$ cat src/design/brs_pkg.sv
// Constants and carrier types for the bus ready synchronizer.
// Assumes a single 100 MHz system clock; the processor clock is derived from it.
package brs_pkg;

	// System clock period and the derived processor clock period
	localparam int SYS_CLK_PERIOD_NS = 10;
	localparam int CPU_CLK_PERIOD_NS = 30;
	localparam int CPU_DIV = CPU_CLK_PERIOD_NS / SYS_CLK_PERIOD_NS;
	localparam logic [1:0] CPU_DIV_LAST = 2'(CPU_DIV - 1);

	// Phase counter values that mark the processor clock edges
	localparam logic [1:0] PHASE_RISE = 2'h0;
	localparam logic [1:0] PHASE_FALL = 2'h1;

	// Reset values
	localparam logic [1:0] CNT_RESET = 2'h0;
	localparam logic STAGE_RESET = 1'h0;

	// One bus ready input with its active-low address qualifier
	typedef struct packed {
		logic ready;
		logic address_enable_qual_n;
	} brs_rdy_req_s;

endpackage

$ cat src/design/brs_clk_div.sv
// Processor clock phase divider: one-cycle rise and fall enables.
// Assumes the system clock is the only clock; the processor clock is 1/3 duty.
`timescale 1ns/10ps
`default_nettype none
module brs_clk_div (
	// Clock and reset
	input wire logic clock_i,
	input wire logic rstn_i,
	// Processor clock phase enables and the processor clock
	output logic rise_en_o,
	output logic fall_en_o,
	output logic cpu_clk_o
);

	logic [1:0] cnt_ff;
	logic [1:0] nxt_cnt;
	logic cpu_clk_ff;
	logic nxt_cpu_clk;

	always_comb
	begin
		nxt_cnt = (cnt_ff == brs_pkg::CPU_DIV_LAST) ? brs_pkg::CNT_RESET : cnt_ff + 2'h1;
		nxt_cpu_clk = (nxt_cnt == brs_pkg::PHASE_RISE);
	end

	always_ff @(posedge clock_i or negedge rstn_i)
	begin
		if (!rstn_i)
		begin
			cnt_ff <= brs_pkg::CNT_RESET;
			cpu_clk_ff <= 1'h0;
		end
		else
		begin
			cnt_ff <= nxt_cnt;
			cpu_clk_ff <= nxt_cpu_clk;
		end
	end

	// Edges are enables in the system domain, never real clock edges
	assign rise_en_o = (cnt_ff == brs_pkg::PHASE_RISE);
	assign fall_en_o = (cnt_ff == brs_pkg::PHASE_FALL);
	assign cpu_clk_o = cpu_clk_ff;

endmodule
`default_nettype wire

$ cat src/design/brs_ready_sync.sv
// Bus ready synchronizer: two qualified ready inputs to one processor ready.
// Assumes inputs are synchronous to clock_i; processor clock edges are enables.
`timescale 1ns/10ps
`default_nettype none
// Overview of operation
// - Two bus ready inputs, each with qualifier
// - Ready counts only while its qualifier low
// - Rising ready always passes through synchronizer
// - Select low: rise via stage one, two
// - Select low: fall straight into stage two
// - Select high: stage two only, falling edge
// - Select may change every bus cycle
// - Select has no pull-up: tie high for one stage
// - Ready clears once hold time is met
module brs_ready_sync (
	// Clock and reset
	input wire logic clock_i,
	input wire logic rstn_i,
	// Bus ready inputs with qualifiers
	input wire brs_pkg::brs_rdy_req_s bus_first_i,
	input wire brs_pkg::brs_rdy_req_s bus_second_i,
	// Mode select, tie high when unused
	input wire logic sync_stage_select_i,
	// Processor side
	output logic ready_o,
	output logic cpu_clk_o
);

	logic rise_en;
	logic fall_en;
	logic qual_ready;
	logic qual_first;
	logic qual_second;
	logic stage_one_ff;
	logic nxt_stage_one;
	logic stage_two_ff;
	logic nxt_stage_two;

	brs_clk_div u_clk_div (
		.clock_i(clock_i),
		.rstn_i(rstn_i),
		.rise_en_o(rise_en),
		.fall_en_o(fall_en),
		.cpu_clk_o(cpu_clk_o)
	);

	// Each ready is gated by its own active-low qualifier
	assign qual_first = bus_first_i.ready & ~bus_first_i.address_enable_qual_n;
	assign qual_second = bus_second_i.ready & ~bus_second_i.address_enable_qual_n;
	// Either bus may answer; a bus that is not addressed cannot
	assign qual_ready = qual_first | qual_second;

	always_comb
	begin
		nxt_stage_one = stage_one_ff;
		nxt_stage_two = stage_two_ff;
		if (rise_en)
		begin
			nxt_stage_one = qual_ready;
		end
		if (fall_en)
		begin
			// Mode is taken per falling edge so each bus cycle may differ
			if (sync_stage_select_i)
			begin
				nxt_stage_two = qual_ready;
			end
			else
			begin
				// A high needs stage one; a low bypasses it
				nxt_stage_two = qual_ready & stage_one_ff;
			end
		end
	end

	always_ff @(posedge clock_i or negedge rstn_i)
	begin
		if (!rstn_i)
		begin
			stage_one_ff <= brs_pkg::STAGE_RESET;
			stage_two_ff <= brs_pkg::STAGE_RESET;
		end
		else
		begin
			stage_one_ff <= nxt_stage_one;
			stage_two_ff <= nxt_stage_two;
		end
	end

	assign ready_o = stage_two_ff;
endmodule
`default_nettype wire

$ cat config.mk
export PLATFORM = sky130hd
export DESIGN_NAME = brs_ready_sync
export DESIGN_NICKNAME = d
export VERILOG_FILES = /design/src/design/brs_pkg.sv /design/src/design/brs_clk_div.sv /design/src/design/brs_ready_sync.sv
export SDC_FILE = /design/constraint.sdc
export NUM_CORES = 1
export LEC_CHECK = 0
export BUFFER_PORTS_ARGS = -buffer_cell sky130_fd_sc_hd__buf_2
export CAP_MARGIN = 10
export CELL_PAD_IN_SITES_DETAIL_PLACEMENT = 2
export CELL_PAD_IN_SITES_GLOBAL_PLACEMENT = 2
export CORE_AREA = 2 2 39 41
export CTS_CLUSTER_DIAMETER = 200
export CTS_CLUSTER_SIZE = 30
export DETAILED_ROUTE_END_ITERATION = 16
export DIE_AREA = 0 0 41 43
export PLACE_DENSITY = 0.52
export SETUP_SLACK_MARGIN = 0.02
export SYNTH_ARGS = -nofsm -noshare
export SYNTH_HDL_FRONTEND = slang
export SYNTH_SLANG_ARGS = --single-unit
$ cat constraint.sdc
create_clock -name clock_i -period 2.8 [get_ports clock_i]
set_clock_uncertainty 0.15 [all_clocks]
set_input_delay 0.14 -clock clock_i [delete_from_list [all_inputs] [get_ports clock_i]]
set_output_delay 0.14 -clock clock_i [all_outputs]
set_load 0.01 [all_outputs]
**After elaboration in Yosys (flattened, before gate mapping)**

Index checks and enable logic that the tools add are counted.

- Add/subtract/negate cells: 1
- Equal/unequal tests: 2
- Mux-type cells: 2
- Bitwise logic cells: 6
- Reductions and logical operators: 2

Operators by type and width:

| operator | count |
|---|---|
| $logic_not A2 Y1 | 2 |
| $and A1 B1 Y1 | 3 |
| $add A2 B1 Y2 const B | 1 |
| $eq A2 B1 Y1 const B | 1 |
| $eq A2 B2 Y1 const B | 1 |
| $mux W2 | 1 |
| $not A1 Y1 | 2 |
| $mux W1 | 1 |
| $or A1 B1 Y1 | 1 |

- Bits in registers: 5
- Output and inout bits: 2
- Logic and storage cells: 17

**Longest topological paths before layout**

Gate-level depths: netlist of run 1.

- Depth after elaboration: 5
- Depth in mapped cells: 3

**Modules after synthesis**

A second synthesis of run 1 with hierarchy kept.

- Cell total of the unflattened synthesis: 16
- Area total of the unflattened synthesis: 182.7 sq um

By module, submodules not included:

| module | instances | cells an instance | area an instance (sq um) | sequential area each (sq um) |
|---|---|---|---|---|
| brs_ready_sync | 1 | 10 | 93.8 | 50.0 |
| brs_clk_div | 1 | 6 | 88.8 | 75.1 |

**Worst setup path before layout of run 1**

Ideal clock, no wire load.

- Path kind: reg-to-reg
- Start: register u_clk_div.cnt_ff[1]
- End: register stage_one_ff
- Setup time: 0.077 ns
- Arrival: 0.674 ns
- Required time: 2.573 ns
- Setup slack: 1.898 ns
- Stages on the path, launching flop included: 4
- Clock period less this slack: 0.902 ns
- Cells stage by stage: dfrtp_1 -> nor2_2 -> nor2_1 -> a21oi_1

- Longest elaborated chain between the ends: 1

Ends and longest elaborated chain:

| item | RTL line | RTL |
|---|---|---|
| start: declaration | brs_clk_div.sv:15 | `logic [1:0] cnt_ff;` |
| start signal: assignment | brs_clk_div.sv:30 | `cnt_ff <= brs_pkg::CNT_RESET;` |
| start signal: assignment | brs_clk_div.sv:35 | `cnt_ff <= nxt_cnt;` |
| $logic_not A2 Y1 | brs_clk_div.sv:41 | `assign rise_en_o = (cnt_ff == brs_pkg::PHASE_RISE);` |
| end signal: assignment | brs_ready_sync.sv:80 | `stage_one_ff <= brs_pkg::STAGE_RESET;` |
| end signal: assignment | brs_ready_sync.sv:85 | `stage_one_ff <= nxt_stage_one;` |
| end: declaration | brs_ready_sync.sv:34 | `logic stage_one_ff;` |

No other way between the ends.
A chain may end at the register's enable or synchronous reset.

**Worst setup path after layout of run 1**

- Start: register stage_two_ff (netlist: ready_o)
- End: output ready_o

RTL lines:

| item | RTL line | RTL |
|---|---|---|
| start: declaration | brs_ready_sync.sv:36 | `logic stage_two_ff;` |
| start signal: assignment | brs_ready_sync.sv:81 | `stage_two_ff <= brs_pkg::STAGE_RESET;` |
| start signal: assignment | brs_ready_sync.sv:86 | `stage_two_ff <= nxt_stage_two;` |
| end: declaration | brs_ready_sync.sv:25 | `output logic ready_o,` |

No word-level cell between the ends.

==> metrics.csv, run 1 <==
metric;value;unit
outcome;complete, no violations;
initial antenna violation count;0;
CP max stage delay;370;ps
Max Cap Violations;0;
commonest cells in the netlist;dfrtp_1 (5), inv_1 (3);
Global Route Usage Sum;7.27;%
ys flop type;dfrtp_1;
IO Pins;9;
CTS H-tree lvls;1;
M3 GR Usage;6.28;%
endpoints failing setup;0;
CTS clk-pin slew, worst paths;40;ps
Die Wd;41;um
CP Cell Sequence;buf_2;
clock latency on the worst-skew pair;240;ps
Setup Total Neg Slack;0;ps
clock buffer depth;2;
Fillers;171;
asr flop ratio synth;100;%
worst vdd ir;0.119;mV
f_max;964;MHz
Port Buffer Count;8;
Hold WS;14.9;ps
pre-CTS setup slack;1810;ps
gpl congestion;0.608;
Arr. time, crit path;750;ps
crit path launch type;flip-flop;
Post-route DRC;0;
vias per inst;3.48;
Critical Setup Path Class;reg -> out;
Root Buffer;clkbuf_4;
CTS Sinks;5;
detailed placement HPWL;321;um
Tmin final;1040;ps
Yosys reg bits;5;
Slowest cell on crit path;dfrtp_1;
ranking of synthesized cells by area;dfrtp_1 (65%), nor2b_4 (7.2%), inv_1 (5.9%);
area grow syn2layout;48.4;%
DRT Pass-1 Iters;1;
CTS Hold Bufs;1;
final worst-path setup slack;1760;ps
total gr overflow;0;
leakage power;0.157;nW
DRT iter0 DRCs;0;
die height;43;um
Nets;36;
Inserted Diodes;0;
Pwr Density;612;nW/um2
post-synth top area cell;dfrtp_1;
Synth top area share;65.4;%
Netlist Area Pre-Place;191;um2
CTS buffer count;3;
post-synthesis net count;23;
Core Area;1380;um2
Core Rows;14;
top-count cell post-synth;dfrtp_1;
Total Wirelength;392;um
Post-synth EDFFs;0;
fin crit share;37.0;%
FF+latch area;125;um2
Top delay family on crit path;flip-flops;
die area;1760;um2
Initial Util;13.8;%
synth warn;0;
Cell variety after synth;10;
vias in the first global route;183;
average wire per standard cell;8.91;um
Slew @ Worst Pin;254;ps
largest net degree at the start of global routing;6;
Hold Vio Cnt, Final;0;
share of cells above drive strength 1;50.0;%
Routed Antenna Nets;0;
Post-CTS Resized;0;
multi-input logic area;51.3;um2
Critical Path End Type;primary output;
WP buf/inv;1;
M2 GR Usage;8.13;%
CTS tree;yes;
Critical Path RT;2510;ps
met1 Track Usage GR;7.21;%
Crit Path Max Fanout;2;
RSZ-0062 raised after global routing;false;
via count;153;
Slew headroom;83.1;%
Syn Area/Cell;12.0;um2
Slew Limit Fails;0;
post-synthesis sequential area ratio;65.4;%
setup bufs post-CTS;0;
grt peak-use layer;met2;
cells after synthesis;16;
first-pass GRT wire length;731;um
Hold WC Path Type;in -> reg;
==> metal layers <==
metal / routed length [um] / vias to the layer above
met1: 175 / 68
met2: 164 / 10
li1: - / 73
met4: 8 / 0
met5: 0 / -
met3: 44 / 2
==> cells by family (layout without fill, tap and decap cells) <==
kind of cell,after synthesis,count (layout),synth area share [%]
buffers and inverters,4,16,7.84
DFF,5,5,65.4
AOI/OAI and AO/OA,4,4,14.4
and+or+nand+nor,3,3,12.4
==> registers in the layout, summed over array words and instances, names as in the netlist <==
name,count
ready_o,1
u_clk_div.cnt_ff,2
stage_one_ff,1
u_clk_div.cpu_clk_o,1
==> final cells by class <==
type                       count  area share (%)
clock buffer                   4            9.25
inverter                       3            3.96
multi-input combinational      7            18.1
sequential                     5            44.1
tap                           16            7.05
timing repair buffer           9            17.6
==> report_power, final <==
| part | switching (mW) | total, mW | internal, mW | leakage, nW |
|---|---|---|---|---|
| logic | 0.00598 | 0.0131 | 0.00712 | 0.0793 |
| registers | 0.00151 | 0.0764 | 0.0749 | 0.0624 |
| clock network | 0.0303 | 0.0842 | 0.0539 | 0.0150 |
==> worst min-delay path, cell delays in order <==
cell and delay, ps:
buf_2 80, o21ai_2 40, o22ai_1 90
==> per-stage QoR <==
| step | total power [mW] | cell area, um2 | utilization [%] | instances |
|---|---|---|---|---|
| finish | 0.174 | 284 | 20.5 | 44 |
| global route | 0.187 | 284 | 20.5 | 44 |
| CTS | 0.180 | 284 | 20.5 | 44 |
| detailed placement | 0.0901 | 248 | 17.9 | 39 |
| global placement | 0.0894 | 248 | 17.9 | 39 |
| floorplan | 0.0820 | 191 | - | 16 |
==> final timing paths <==
path                                      from                   to  slack [ps]  cells past startpoint
max reg2reg                u_clk_div.cnt_ff[1]         stage_one_ff        1830                      3
min in group asynchronous               rstn_i  u_clk_div.cnt_ff[0]          90                      2
min                        sync_stage_select_i              ready_o          10                      3
max                                    ready_o              ready_o        1760                      1
min reg2reg                u_clk_div.cnt_ff[0]  u_clk_div.cnt_ff[0]         300                      1
max in group asynchronous               rstn_i  u_clk_div.cnt_ff[1]        2280                      2
==> cell usage in the layout, fill, tap and decap left out, drive strengths merged <==
master | synthesis | final
a21oi | 1 | 1
o22ai | 1 | 1
buf | 0 | 8
dfrtp | 5 | 5
inv | 3 | 3
nor2b | 1 | 1
o21ai | 1 | 1
a22oi | 1 | 1
nor2 | 2 | 2
dlygate4sd3 | 0 | 1
clkbuf | 1 | 4
Power figures use the tool's default switching activity.
==> inputs of run 2 (changes only) <==
==> constraint.sdc (replaced) <==
create_clock -name clock_i -period 0.97 [get_ports clock_i]
set_clock_uncertainty 0.15 [all_clocks]
set_input_delay 0.0485 -clock clock_i [delete_from_list [all_inputs] [get_ports clock_i]]
set_output_delay 0.0485 -clock clock_i [all_outputs]
set_load 0.01 [all_outputs]
==> run 2 against run 1 <==
Compared with the run above: combinational power grew to 3.1 times the previous value; sequential share of layout area is 2.6 points lower; highest routed layer is now met3; worst setup slack worse by 1800 ps; the run now ends with hold timing left; total power grew to 2.9 times the previous value; wire length is 11% higher.
==> metrics.csv, run 2 (same netlist as run 1, synthesis figures left out) <==
metric;value;unit
Largest Register;u_clk_div.cnt_ff;
Critical Path RT;990;ps
Core Area;1380;um2
largest net degree at the start of global routing;6;
f_max;1030;MHz
leakage power;0.164;nW
RR Endpoint;stage_one_ff;
clock latency on the worst-skew pair;240;ps
Routed Antenna Nets;0;
failing checks;hold timing;
CP Cell Sequence;nor2_2, nor2_1, a21oi_1;
Hold WC Path Type;in -> reg;
CTS buffer count;3;
Post-route DRC;0;
area grow syn2layout;57.5;%
Arr. time, crit path;980;ps
Pwr Density;1680;nW/um2
CTS Sinks;5;
Core Rows;14;
Crit. Startpoint;u_clk_div.cnt_ff[1];
Slew Limit Fails;0;
vias per inst;3.57;
CTS H-tree lvls;1;
total gr overflow;0;
WP depth;3;
Layout Utilization;21.8;%
Die Wd;41;um
Register-to-Register Path Depth;3;
Slowest cell on crit path;dfrtp_1;
reg2reg start;u_clk_div.cnt_ff[1];
initial antenna violation count;0;
max FFs per register;2;
first-pass GRT wire length;710;um
outcome;complete, but fails checks;
die height;43;um
Initial Util;13.8;%
crit path launch type;flip-flop;
Nets;38;
IO Pins;9;
crit path to;stage_one_ff;
Worst Hold Launch;bus_second_i[1];
share of cells above drive strength 1;50.0;%
Max Cap Violations;0;
Top delay family on crit path;flip-flops;
Total Wirelength;436;um
Root Buffer;clkbuf_4;
Slew headroom;85.3;%
average wire per standard cell;9.48;um
WP buf/inv;0;
DRT Pass-1 Iters;1;
Critical Path End Type;flip-flop;
Setup Total Neg Slack;0;ps
vias in the first global route;167;
fin crit share;99.8;%
Worst R2R Setup Slack;2;ps
Slew @ Worst Pin;220;ps
Inserted Diodes;0;
Hold Vio Cnt, Final;2;
Global Route Usage Sum;6.76;%
CTS tree;yes;
detailed placement HPWL;344;um
clock buffer depth;2;
Crit Path Max Fanout;3;
Hold WS;-24.4;ps
DRT iter0 DRCs;0;
via count;164;
CTS clk-pin slew, worst paths;50;ps
Critical Setup Path Class;reg -> reg;
endpoints failing setup;0;
commonest non-fill, non-tap cell in the layout;buf_2;
Fillers;161;
die area;1760;um2
Post-CTS Resized;0;
worst vdd ir;0.655;mV
Port Buffer Count;8;
most frequent cells in the layout;buf_2 (8), dfrtp_1 (5), inv_1 (3), clkbuf_4 (3), dlygate4sd3_1 (2);
gpl congestion;0.605;
CP max stage delay;420;ps
Tmin final;968;ps
RSZ-0062 raised after global routing;true;
## run 2: through the flow
step           instances  setup WS [ps]  total power [mW]  area (um2)
5_1_grt               46          -67.0             0.535         302
3_3_place_gp          39           23.8             0.257         248
6_report              46           1.78             0.506         302
3_5_place_dp          39          -19.8             0.260         248
4_1_cts               45          -10.9             0.526         294
2_1_floorplan         16           68.3             0.237         191
## run 2: worst min path at each step
stage,endpoint,cells after the start
after floorplan,ready_o,0
after global placement,u_clk_div.cpu_clk_o,1
after detailed placement,u_clk_div.cpu_clk_o,1
after CTS,ready_o,3
after global routing,u_clk_div.cpu_clk_o,2
final,ready_o,3
## run 2: area by class of cell
type / count / area, um2 / area share [%]
multi-input combinational: 7 / 51.3 / 17.0
sequential: 5 / 125 / 41.5
inverter: 3 / 11.3 / 3.73
clock buffer: 4 / 26.3 / 8.71
timing repair buffer: 11 / 67.6 / 22.4
tap: 16 / 20.0 / 6.64
## run 2: timing repair
| item | 4_1_cts | 5_1_grt |
|---|---|---|
| hold endpoints to repair | 7 | 0 |
| pin swaps | 1 | 0 |
| setup buffers | 0 | 1 |
| setup endpoints to repair | 3 | 4 |
| hold buffers | 2 | 0 |
## run 2: tightest hold or removal path: stages
cell     delay [ps]
buf_2            80
a22oi_1          70
o22ai_1         120
## run 2: power by group
group          internal, mW  switching (mW)
registers             0.216         0.00404
logic                0.0232          0.0177
clock network         0.156          0.0893
## run 2: per-layer routing
metal	vias up	part of all wire (%)	global-route usage (%)	wire (um)
met2	10	49	9.06	215
met3	0	11	7.85	47
li1	78	-	-	-
met5	-	0	0	0
met4	0	0	2.00	0
met1	76	40	6.54	174
